<file path="src/shared/sbw_defs.svh">
// constants for the sram byte write mask block
`ifndef SBW_DEFS_SVH
`define SBW_DEFS_SVH

// -------------------------------------------------------------------
// array geometry
// -------------------------------------------------------------------
`define SBW_ADDR_W      6
`define SBW_IDX_W       7
`define SBW_DATA_W      36
`define SBW_SEL_W       4
`define SBW_HSEL_W      2
`define SBW_LANE_W      9
`define SBW_NIB_W       4

// -------------------------------------------------------------------
// variant data widths
// -------------------------------------------------------------------
`define SBW_X8_BITS     8
`define SBW_X9_BITS     9
`define SBW_X18_BITS    18
`define SBW_X36_BITS    36

// -------------------------------------------------------------------
// buffering, counters and reset values
// -------------------------------------------------------------------
`define SBW_FIFO_DEPTH  4
`define SBW_CNT_W       16
`define SBW_RST_DATA    36'h0_0000_0000
`define SBW_RST_CNT     16'h0000

`endif

</file>
<file path="src/shared/sbw_pkg.sv">
// types shared by the sram byte write mask block
`default_nettype none
package sbw_pkg;
`include "sbw_defs.svh"

  typedef enum logic [1:0] {
    SBW_X8  = 2'b00,
    SBW_X9  = 2'b01,
    SBW_X18 = 2'b10,
    SBW_X36 = 2'b11
  } sbw_width_t;

  typedef enum logic [1:0] {
    SBW_ST_IDLE  = 2'b00,
    SBW_ST_BEAT1 = 2'b01
  } sbw_state_t;

  // one posted beat: where it goes, how wide, which lanes, what data
  typedef struct packed {
    logic [`SBW_ADDR_W-1:0] addr;
    logic                   beat;
    sbw_width_t             width;
    logic [`SBW_SEL_W-1:0]  sel_n;
    logic [`SBW_DATA_W-1:0] data;
  } sbw_entry_t;

endpackage
`default_nettype wire

</file>
<file path="src/hdl/sbw_fifo.sv">
// small synchronous fifo for posted write beats
`timescale 1ns/1ns
`default_nettype none
module sbw_fifo #(
  parameter int W     = 49,
  parameter int DEPTH = 4
) (
  // clock and reset
  input  wire logic         clk_sys_in,
  input  wire logic         resetn_in,
  // fill side
  input  wire logic [W-1:0] in_data_in,
  input  wire logic         in_valid_in,
  output logic              in_ready_out,
  // drain side
  output logic [W-1:0]      out_data_out,
  output logic              out_valid_out,
  input  wire logic         out_ready_in
);
  localparam int PW = (DEPTH > 1) ? $clog2(DEPTH) : 1;

  typedef struct packed {
    logic [DEPTH-1:0][W-1:0] mem;
    logic [PW-1:0]           wr_ptr;
    logic [PW-1:0]           rd_ptr;
    logic [PW:0]             count;
  } sbw_fifo_state_t;

  sbw_fifo_state_t s_ff;
  sbw_fifo_state_t nxt_s;
  logic            push;
  logic            pop;

  assign in_ready_out  = (s_ff.count != (PW+1)'(DEPTH));
  assign out_valid_out = (s_ff.count != '0);
  assign out_data_out  = s_ff.mem[s_ff.rd_ptr];

  always_comb begin
    nxt_s = s_ff;
    push  = in_valid_in & in_ready_out;
    pop   = out_valid_out & out_ready_in;
    if (push) begin
      nxt_s.mem[s_ff.wr_ptr] = in_data_in;
      nxt_s.wr_ptr = (s_ff.wr_ptr == PW'(DEPTH - 1)) ? '0 : s_ff.wr_ptr + PW'(1);
    end
    if (pop) begin
      nxt_s.rd_ptr = (s_ff.rd_ptr == PW'(DEPTH - 1)) ? '0 : s_ff.rd_ptr + PW'(1);
    end
    if (push && !pop) begin
      nxt_s.count = s_ff.count + (PW+1)'(1);
    end else if (pop && !push) begin
      nxt_s.count = s_ff.count - (PW+1)'(1);
    end
  end

  always_ff @(posedge clk_sys_in or negedge resetn_in) begin
    if (!resetn_in) begin
      s_ff <= '0;
    end else begin
      s_ff <= nxt_s;
    end
  end
endmodule // sbw_fifo
`default_nettype wire

</file>
<file path="src/hdl/sbw_lane_merge.sv">
// per-bit lane enable decode and merge of new beat into stored word
`timescale 1ns/1ns
`default_nettype none
`include "sbw_defs.svh"
module sbw_lane_merge (
  // beat description
  input  wire sbw_pkg::sbw_width_t        width_in,
  input  wire logic [`SBW_SEL_W-1:0]      sel_n_in,
  input  wire logic [`SBW_DATA_W-1:0]     new_in,
  // stored word
  input  wire logic [`SBW_DATA_W-1:0]     old_in,
  // result
  output logic [`SBW_DATA_W-1:0]          merged_out,
  output logic [`SBW_DATA_W-1:0]          lane_en_out
);
  import sbw_pkg::*;

  genvar gi;
  for (gi = 0; gi < `SBW_DATA_W; gi++) begin : g_bit
    localparam int NIB  = gi / `SBW_NIB_W;
    localparam int LANE = gi / `SBW_LANE_W;
    logic en;
    // select low enables the lane, high masks it
    always_comb begin
      case (width_in)
        SBW_X8:  en = (gi < `SBW_X8_BITS)  ? ~sel_n_in[NIB % `SBW_HSEL_W] : 1'b0;
        SBW_X9:  en = (gi < `SBW_X9_BITS)  ? ~sel_n_in[0] : 1'b0;
        SBW_X18: en = (gi < `SBW_X18_BITS) ? ~sel_n_in[LANE % `SBW_HSEL_W] : 1'b0;
        SBW_X36: en = ~sel_n_in[LANE % `SBW_SEL_W];
        default: en = 1'b0;
      endcase
    end
    // unselected bits keep what is stored
    assign merged_out[gi]  = en ? new_in[gi] : old_in[gi];
    assign lane_en_out[gi] = en;
  end
endmodule // sbw_lane_merge
`default_nettype wire

</file>
<file path="src/hdl/sbw_top.sv">
// byte lane write mask front end with posted-write buffer and array
// -------------------------------------------------------------------
// Overview of operation
// - x8: both nibble selects low write all
// - x8: select0 only writes bits 3..0
// - x8: select1 only writes bits 7..4
// - x18: both selects low write all 18
// - x18: select0 only writes bits 8..0
// - x18: select1 only writes bits 17..9
// - all selects high: beat writes nothing
// - x9: single select low writes bits 8..0
// - x36: all four selects low write all
// - x36: select0 only writes bits 8..0
// - x36: selects 1..3 enable upper bytes
// - each beat uses its own selects
// - selects sampled on K and K-bar rises
// -------------------------------------------------------------------
`timescale 1ns/1ns
`default_nettype none
`include "sbw_defs.svh"
module sbw_top (
  // clock and reset
  input  wire logic                         clk_sys_in,
  input  wire logic                         resetn_in,
  // memory pins from the controller
  input  wire logic                         k_in,
  input  wire logic                         k_bar_in,
  input  wire logic                         load_strobe_n_in,
  input  wire logic                         read_write_n_in,
  input  wire logic [`SBW_ADDR_W-1:0]       addr_in,
  input  wire logic [`SBW_DATA_W-1:0]       data_in,
  input  wire logic [`SBW_SEL_W-1:0]        lane_write_select_n_in,
  input  wire logic [`SBW_HSEL_W-1:0]       half_word_write_select_n_in,
  // configuration
  input  wire sbw_pkg::sbw_width_t          width_sel_in,
  input  wire logic                         overflow_clr_in,
  // array inspection port
  input  wire logic                         peek_en_in,
  input  wire logic [`SBW_IDX_W-1:0]        peek_idx_in,
  output logic [`SBW_DATA_W-1:0]            peek_data_out,
  output logic                              peek_valid_out,
  // status
  output logic                              posted_pending_out,
  output logic                              overflow_out,
  output logic [`SBW_CNT_W-1:0]             beats_written_out
);
  import sbw_pkg::*;

  // -------------------------------------------------------------------
  // types
  // -------------------------------------------------------------------
  typedef struct packed {
    logic                   k;
    logic                   k_bar;
    logic                   load_n;
    logic                   rw_n;
    logic [`SBW_ADDR_W-1:0] addr;
    logic [`SBW_DATA_W-1:0] data;
    logic [`SBW_SEL_W-1:0]  lane_sel_n;
    logic [`SBW_HSEL_W-1:0] half_sel_n;
  } sbw_pins_t;

  typedef struct packed {
    sbw_pins_t              sync1;
    sbw_pins_t              sync2;
    logic                   k_prev;
    logic                   k_bar_prev;
    sbw_state_t             state;
    logic                   pend_valid;
    logic [`SBW_ADDR_W-1:0] pend_addr;
    logic [`SBW_ADDR_W-1:0] cur_addr;
    logic                   push_valid;
    sbw_entry_t             push_entry;
    logic [`SBW_DATA_W-1:0] peek_data;
    logic                   peek_valid;
    logic                   pending;
    logic                   overflow;
    logic [`SBW_CNT_W-1:0]  beats;
  } sbw_state_all_t;

  // -------------------------------------------------------------------
  // declarations
  // -------------------------------------------------------------------
  sbw_state_all_t         s_ff;
  sbw_state_all_t         nxt_s;
  sbw_pins_t              pins;
  logic                   k_rise;
  logic                   k_bar_rise;
  logic                   wr_cmd;
  logic [`SBW_SEL_W-1:0]  beat_sel_n;
  sbw_entry_t             fifo_out;
  logic                   fifo_in_ready;
  logic                   fifo_out_valid;
  logic                   drain;
  logic [`SBW_IDX_W-1:0]  commit_idx;
  logic [`SBW_DATA_W-1:0] commit_old;
  logic [`SBW_DATA_W-1:0] commit_new;
  logic [`SBW_DATA_W-1:0] peek_word;

  // two words per burst address, one array row per beat
  logic [`SBW_DATA_W-1:0] array_mem [0:(1 << `SBW_IDX_W)-1];

  // -------------------------------------------------------------------
  // pin bundle and edge detection
  // -------------------------------------------------------------------
  always_comb begin
    pins.k          = k_in;
    pins.k_bar      = k_bar_in;
    pins.load_n     = load_strobe_n_in;
    pins.rw_n       = read_write_n_in;
    pins.addr       = addr_in;
    pins.data       = data_in;
    pins.lane_sel_n = lane_write_select_n_in;
    pins.half_sel_n = half_word_write_select_n_in;
  end

  // rises are seen on the second sync stage; data rides the same
  // stages so it lines up with the clock that strobed it
  assign k_rise     = s_ff.sync2.k & ~s_ff.k_prev;
  assign k_bar_rise = s_ff.sync2.k_bar & ~s_ff.k_bar_prev;
  assign wr_cmd     = ~s_ff.sync2.load_n & ~s_ff.sync2.rw_n;

  // -------------------------------------------------------------------
  // select gathering per variant
  // -------------------------------------------------------------------
  // unused select positions are forced high so they can never enable
  always_comb begin
    case (width_sel_in)
      SBW_X8:  beat_sel_n = {2'h3, s_ff.sync2.half_sel_n};
      SBW_X9:  beat_sel_n = {3'h7, s_ff.sync2.lane_sel_n[0]};
      SBW_X18: beat_sel_n = {2'h3, s_ff.sync2.lane_sel_n[1:0]};
      SBW_X36: beat_sel_n = s_ff.sync2.lane_sel_n;
      default: beat_sel_n = 4'hF;
    endcase
  end

  // -------------------------------------------------------------------
  // posted write buffer
  // -------------------------------------------------------------------
  sbw_fifo #(
    .W     ($bits(sbw_entry_t)),
    .DEPTH (`SBW_FIFO_DEPTH)
  ) u_fifo (
    .clk_sys_in    (clk_sys_in),
    .resetn_in     (resetn_in),
    .in_data_in    (s_ff.push_entry),
    .in_valid_in   (s_ff.push_valid),
    .in_ready_out  (fifo_in_ready),
    .out_data_out  (fifo_out),
    .out_valid_out (fifo_out_valid),
    .out_ready_in  (drain)
  );

  // inspection reads own the array port; posted beats wait behind them
  assign drain      = fifo_out_valid & ~peek_en_in;
  assign commit_idx = {fifo_out.addr, fifo_out.beat};
  assign commit_old = array_mem[commit_idx];
  assign peek_word  = array_mem[peek_idx_in];

  // -------------------------------------------------------------------
  // lane merge of the beat at the head of the buffer
  // -------------------------------------------------------------------
  // masks come from the entry, not from the pins, so a deferred beat
  // commits with the lanes it was written with
  sbw_lane_merge u_merge (
    .width_in    (fifo_out.width),
    .sel_n_in    (fifo_out.sel_n),
    .new_in      (fifo_out.data),
    .old_in      (commit_old),
    .merged_out  (commit_new),
    .lane_en_out ()
  );

  // no reset: the array holds data, not control state
  always_ff @(posedge clk_sys_in) begin
    if (drain) begin
      array_mem[commit_idx] <= commit_new;
    end
  end

  // -------------------------------------------------------------------
  // capture sequence
  // -------------------------------------------------------------------
  always_comb begin
    nxt_s            = s_ff;
    nxt_s.sync1      = pins;
    nxt_s.sync2      = s_ff.sync1;
    nxt_s.k_prev     = s_ff.sync2.k;
    nxt_s.k_bar_prev = s_ff.sync2.k_bar;
    nxt_s.push_valid = 1'b0;

    case (s_ff.state)
      SBW_ST_IDLE: begin
        // first beat one K cycle after the address
        if (k_rise && s_ff.pend_valid) begin
          nxt_s.push_valid       = 1'b1;
          nxt_s.push_entry.addr  = s_ff.pend_addr;
          nxt_s.push_entry.beat  = 1'b0;
          nxt_s.push_entry.width = width_sel_in;
          nxt_s.push_entry.sel_n = beat_sel_n;
          nxt_s.push_entry.data  = s_ff.sync2.data;
          nxt_s.cur_addr         = s_ff.pend_addr;
          nxt_s.state            = SBW_ST_BEAT1;
        end
      end
      SBW_ST_BEAT1: begin
        // second beat on the next K-bar rise with its own selects
        if (k_bar_rise) begin
          nxt_s.push_valid       = 1'b1;
          nxt_s.push_entry.addr  = s_ff.cur_addr;
          nxt_s.push_entry.beat  = 1'b1;
          nxt_s.push_entry.width = width_sel_in;
          nxt_s.push_entry.sel_n = beat_sel_n;
          nxt_s.push_entry.data  = s_ff.sync2.data;
          nxt_s.state            = SBW_ST_IDLE;
        end else if (k_rise) begin
          // K rose again without a K-bar rise: the burst is abandoned
          nxt_s.state = SBW_ST_IDLE;
        end
      end
      default: begin
        nxt_s.state = SBW_ST_IDLE;
      end
    endcase

    // a new command may arrive on the same K rise as a first beat
    if (k_rise) begin
      nxt_s.pend_valid = wr_cmd;
      nxt_s.pend_addr  = s_ff.sync2.addr;
    end

    // -------------------------------------------------------------------
    // status
    // -------------------------------------------------------------------
    // the pins cannot be stalled, so a full buffer loses the beat;
    // a loss in the clearing cycle still sets the flag
    if (overflow_clr_in) begin
      nxt_s.overflow = 1'b0;
    end
    if (s_ff.push_valid && !fifo_in_ready) begin
      nxt_s.overflow = 1'b1;
    end

    if (drain) begin
      nxt_s.beats = s_ff.beats + `SBW_CNT_W'(1);
    end

    nxt_s.pending    = fifo_out_valid | s_ff.push_valid;
    nxt_s.peek_valid = peek_en_in;
    if (peek_en_in) begin
      nxt_s.peek_data = peek_word;
    end
  end

  // -------------------------------------------------------------------
  // state register
  // -------------------------------------------------------------------
  always_ff @(posedge clk_sys_in or negedge resetn_in) begin
    if (!resetn_in) begin
      s_ff              <= '0;
      s_ff.state        <= SBW_ST_IDLE;
      s_ff.sync1.load_n <= 1'b1;
      s_ff.sync2.load_n <= 1'b1;
      s_ff.sync1.rw_n   <= 1'b1;
      s_ff.sync2.rw_n   <= 1'b1;
      s_ff.peek_data    <= `SBW_RST_DATA;
      s_ff.beats        <= `SBW_RST_CNT;
    end else begin
      s_ff <= nxt_s;
    end
  end

  // -------------------------------------------------------------------
  // outputs
  // -------------------------------------------------------------------
  assign peek_data_out      = s_ff.peek_data;
  assign peek_valid_out     = s_ff.peek_valid;
  assign posted_pending_out = s_ff.pending;
  assign overflow_out       = s_ff.overflow;
  assign beats_written_out  = s_ff.beats;

endmodule // sbw_top
`default_nettype wire

</file>
<file path="config.mk">
export PLATFORM = sky130hd
export DESIGN_NAME = sbw_top
export DESIGN_NICKNAME = d
export VERILOG_FILES = /design/src/shared/sbw_pkg.sv /design/src/hdl/sbw_fifo.sv /design/src/hdl/sbw_lane_merge.sv /design/src/hdl/sbw_top.sv
export VERILOG_INCLUDE_DIRS = /design/src /design/src/shared
export SDC_FILE = /design/constraint.sdc
export NUM_CORES = 2
export LEC_CHECK = 0
export BUFFER_PORTS_ARGS = -buffer_cell sky130_fd_sc_hd__buf_2
export CAP_MARGIN = 30
export CORE_MARGIN = 8
export CORE_UTILIZATION = 40
export DETAILED_ROUTE_END_ITERATION = 16
export HOLD_SLACK_MARGIN = 0.05
export PLACE_DENSITY = 0.51
export SYNTH_ARGS = -nofsm -noshare
export SYNTH_HDL_FRONTEND = slang
export SYNTH_MEMORY_MAX_BITS = 65536
export SYNTH_SLANG_ARGS = --single-unit
</file>
<file path="constraint.sdc">
create_clock -name clk_sys_in -period 4.45 [get_ports clk_sys_in]
set_clock_uncertainty 0.05 [all_clocks]
set_input_delay 0.2225 -clock clk_sys_in [delete_from_list [all_inputs] [get_ports clk_sys_in]]
set_output_delay 0.2225 -clock clk_sys_in [all_outputs]
set_load 0.03 [all_outputs]
</file>
==> reports/metrics.cfg <==
[setup_path]
worstPathArrival_ns = 4.89
crit_path_cell_trace = mux4_2 > nand2b_1 > nor2_1 > buf_4 > nand2_1 > nor2_1 > buf_4
rrSetupSlack_ns = 0.24
end_kind = flop
cp-start-kind = flop
critPathBufInv = 2
cp_slowest_stage_delay_ns = 0.80
critical_path_class = flop to flop
required_ns = 5.13
critPathMaxFanout = 14
crit_slowest_cell = nor2_1
cp_top_family = simple AND/OR/NAND/NOR gates

[sta]
slew_headroom_pct = 28.3
setup_viol = 0
fin_crit_ns = 4.21
rsz0062_at_grt = no
worstMarginPinSlew_ns = 1.05
fin_crit_sh_pct = 94.6
holdWs_ns = 0.199
fin_tns_setup_ns = 0
drv_slew = 0
max_freq_ghz = 0.238
fin_ws_ns = 0.241
finalHoldViolCount = 0

[global_routing]
grt_max_degree = 129
grt-ovfl-total = 0
antenna_found_initial = 29
grt_use_total_pct = 21.5
grt_pass1_vias = 105000
grt_pass1_wl_mm = 794

[power_and_ir_drop]
power.density_nw_per_um2 = 562
ir_drop_v = 0.000446
p_leak_nw = 77.7
p_total_mw = 128

[placement]
dpl_cell_area_um2 = 209000
place.port_buffers = 119
gp_congestion = 0.841
place_inst = 16900
dp_slack_ns = 0.295
hpwl_mm = 372

[yosys]
synth_fp_nets = 10300
synth_area_leaders = edfxtp_1, mux4_2, dfrtp_1
ys_top_cells_by_count = edfxtp_1, nor2_1, mux2i_1, mux4_2, dfrtp_1
synth_top_cell_area_share_pct = 70.5
yosysMostFrequentCell = edfxtp_1
yosysWarnings = 0
seq_area_frac_synth_pct = 76.0
synth_edf_count = 4608
ys_types = 52
yosys.area.top_type = edfxtp_1
synth_ff_type = edfxtp_1
syn_area_um2 = 196000
synth.avg_cell_area_um2 = 19.3
async_flop_share_pct = 8.50
yosys_register_bits = 5036
synthCells = 10200

[cells_and_area]
seqCellArea_um2 = 149000
final_nets = 11200
final_area_um2 = 228000
layout.cells.non_filler = 18000
multi_input_area_um2 = 44000
area_growth_pct = 16.4
final_util_pct = 46.7
num-fill-cells = 40900
drive_gt1_share_pct = 24.7

[drt]
vias = 102000
final_antenna_net_count = 0
vias_per_cell = 5.63
wl_mm = 562
drt-initial-drc-count = 9982
dr.pass1.iters = 5
drc = 0
post_drt_wl_per_cell_um = 31.2

[die]
core_region_area_um2 = 489000
start_util_pct = 40.1
std_cell_rows = 257
ioPinCount = 120
die_h_um = 716
die-area_um2 = 513000
die_w_um = 716

[run]
drv_cap = 0

[clock_network]
clock_latency_ns = 1.06
cts.path.max_buffers = 4
post-cts-setup-buffer-count = 0
cts-root-buf = clkbuf_16
path_clk_slew_ns = 0.06
htree_levels = 6
cts_inserted_buffers = 542
tritoncts = yes
clkSinkCount = 5036

[run_status]
status = complete, no violations

[min_path]
holdCritPathClass = input pin to flop

==> per-layer routing <==
metal / track usage [%] / wire length [µm]
met1: 28.8 / 231000
met2: 36.4 / 279000
met3: 3.37 / 35000
met4: 6.13 / 17100
met5: 0.0467 / 27
==> worst paths after layout <==
| path | startpoint | endpoint | cells past startpoint |
|---|---|---|---|
| min in group asynchronous | resetn_in | s_ff[102]$_DFFE_PN0P_ | 4 |
| worst max register to register | u_fifo.s_ff[3]$_DFFE_PN0P_ | array_mem[74][32]$_DFFE_PP_ | 7 |
| worst min-delay path | peek_idx_in[3] | peek_data_out[13]$_DFFE_PN0P_ | 4 |
| worst min register to register | nxt_s[165]$_DFF_PN0_ | s_ff[165]$_DFF_PN0_ | 0 |
| worst max-delay path | u_fifo.s_ff[3]$_DFFE_PN0P_ | array_mem[74][32]$_DFFE_PP_ | 7 |
| max in group asynchronous | resetn_in | peek_data_out[16]$_DFFE_PN0P_ | 4 |
==> repair_timing <==
action | 4_1_cts | 5_1_grt
hold buffers | 117 | 0
gates resized for setup | 0 | 0
hold endpoints to repair | 520 | 0
==> flip-flops by register name, summed over array words and instances (netlist names) <==
signal              count
beats_written_out      16
peek_valid_out          1
u_fifo.s_ff           203
overflow_out            1
nxt_s                  54
array_mem            4608
posted_pending_out      1
peek_data_out          36
s_ff                  116
==> cell usage in the layout (no fill, tap or decap), types with 36 or more instances in the layout <==
cell type      synthesis  final
dlygate4sd3_1          0    116
nand2_1              305    296
clkinv_2               0     92
buf_12                 0    102
clkinv_1               1     81
mux2i_1              878    878
clkbuf_16              0    561
mux4_2               799    763
and2_1                76     74
o221ai_1              36     36
nor2b_1               54     51
or3_1                 37     36
a211oi_1              87     87
buf_2                197    113
a22oi_1               87     87
nor2_1               952    941
mux4_4                 0     36
a22o_1                70     70
o32ai_1               36     36
dfrtp_1              424    422
a221oi_1              70     70
a21oi_1               60     59
clkbuf_1             277    119
bufinv_16              0     56
o31ai_1               72     72
o22ai_1              253    253
mux2_2               238    238
edfxtp_1            4608   4608
buf_4                112    713
o21ai_0               46     46
==> cell type report <==
class / count / share of cell area (%)
clock buffer: 693 / 6.42
tap: 6475 / 3.55
clock inverter: 288 / 1.35
inverter: 14 / 0.0241
antenna: 13 / 0.0142
multi-input combinational: 4454 / 19.3
timing repair buffer: 1059 / 4.10
sequential: 5036 / 65.3
==> power breakdown <==
group          internal (mW)  switching, mW
Sequential              61.7          0.979
Combinational           4.52           16.0
Clock                   26.6           18.6
==> worst reg2reg max path: stages (launching register included) <==
cell and delay (ns):
dfrtp_4 0.62, mux4_2 0.63, nand2b_1 0.32, nor2_1 0.81, buf_4 0.33, nand2_1 0.46
nor2_1 0.44, buf_4 0.27
==> cell families after synthesis <==
group | Yosys count | share of synthesized area [%]
DFF | 5036 | 76.0
buffers and inverters | 693 | 1.84
AOI/OAI and AO/OA | 998 | 3.77
muxes | 1915 | 15.0
xor gates and xnor gates | 18 | 0.0804
and+or+nand+nor | 1515 | 3.24
adders and majority gates | 8 | 0.0548
(Power assumes the default switching activity.)
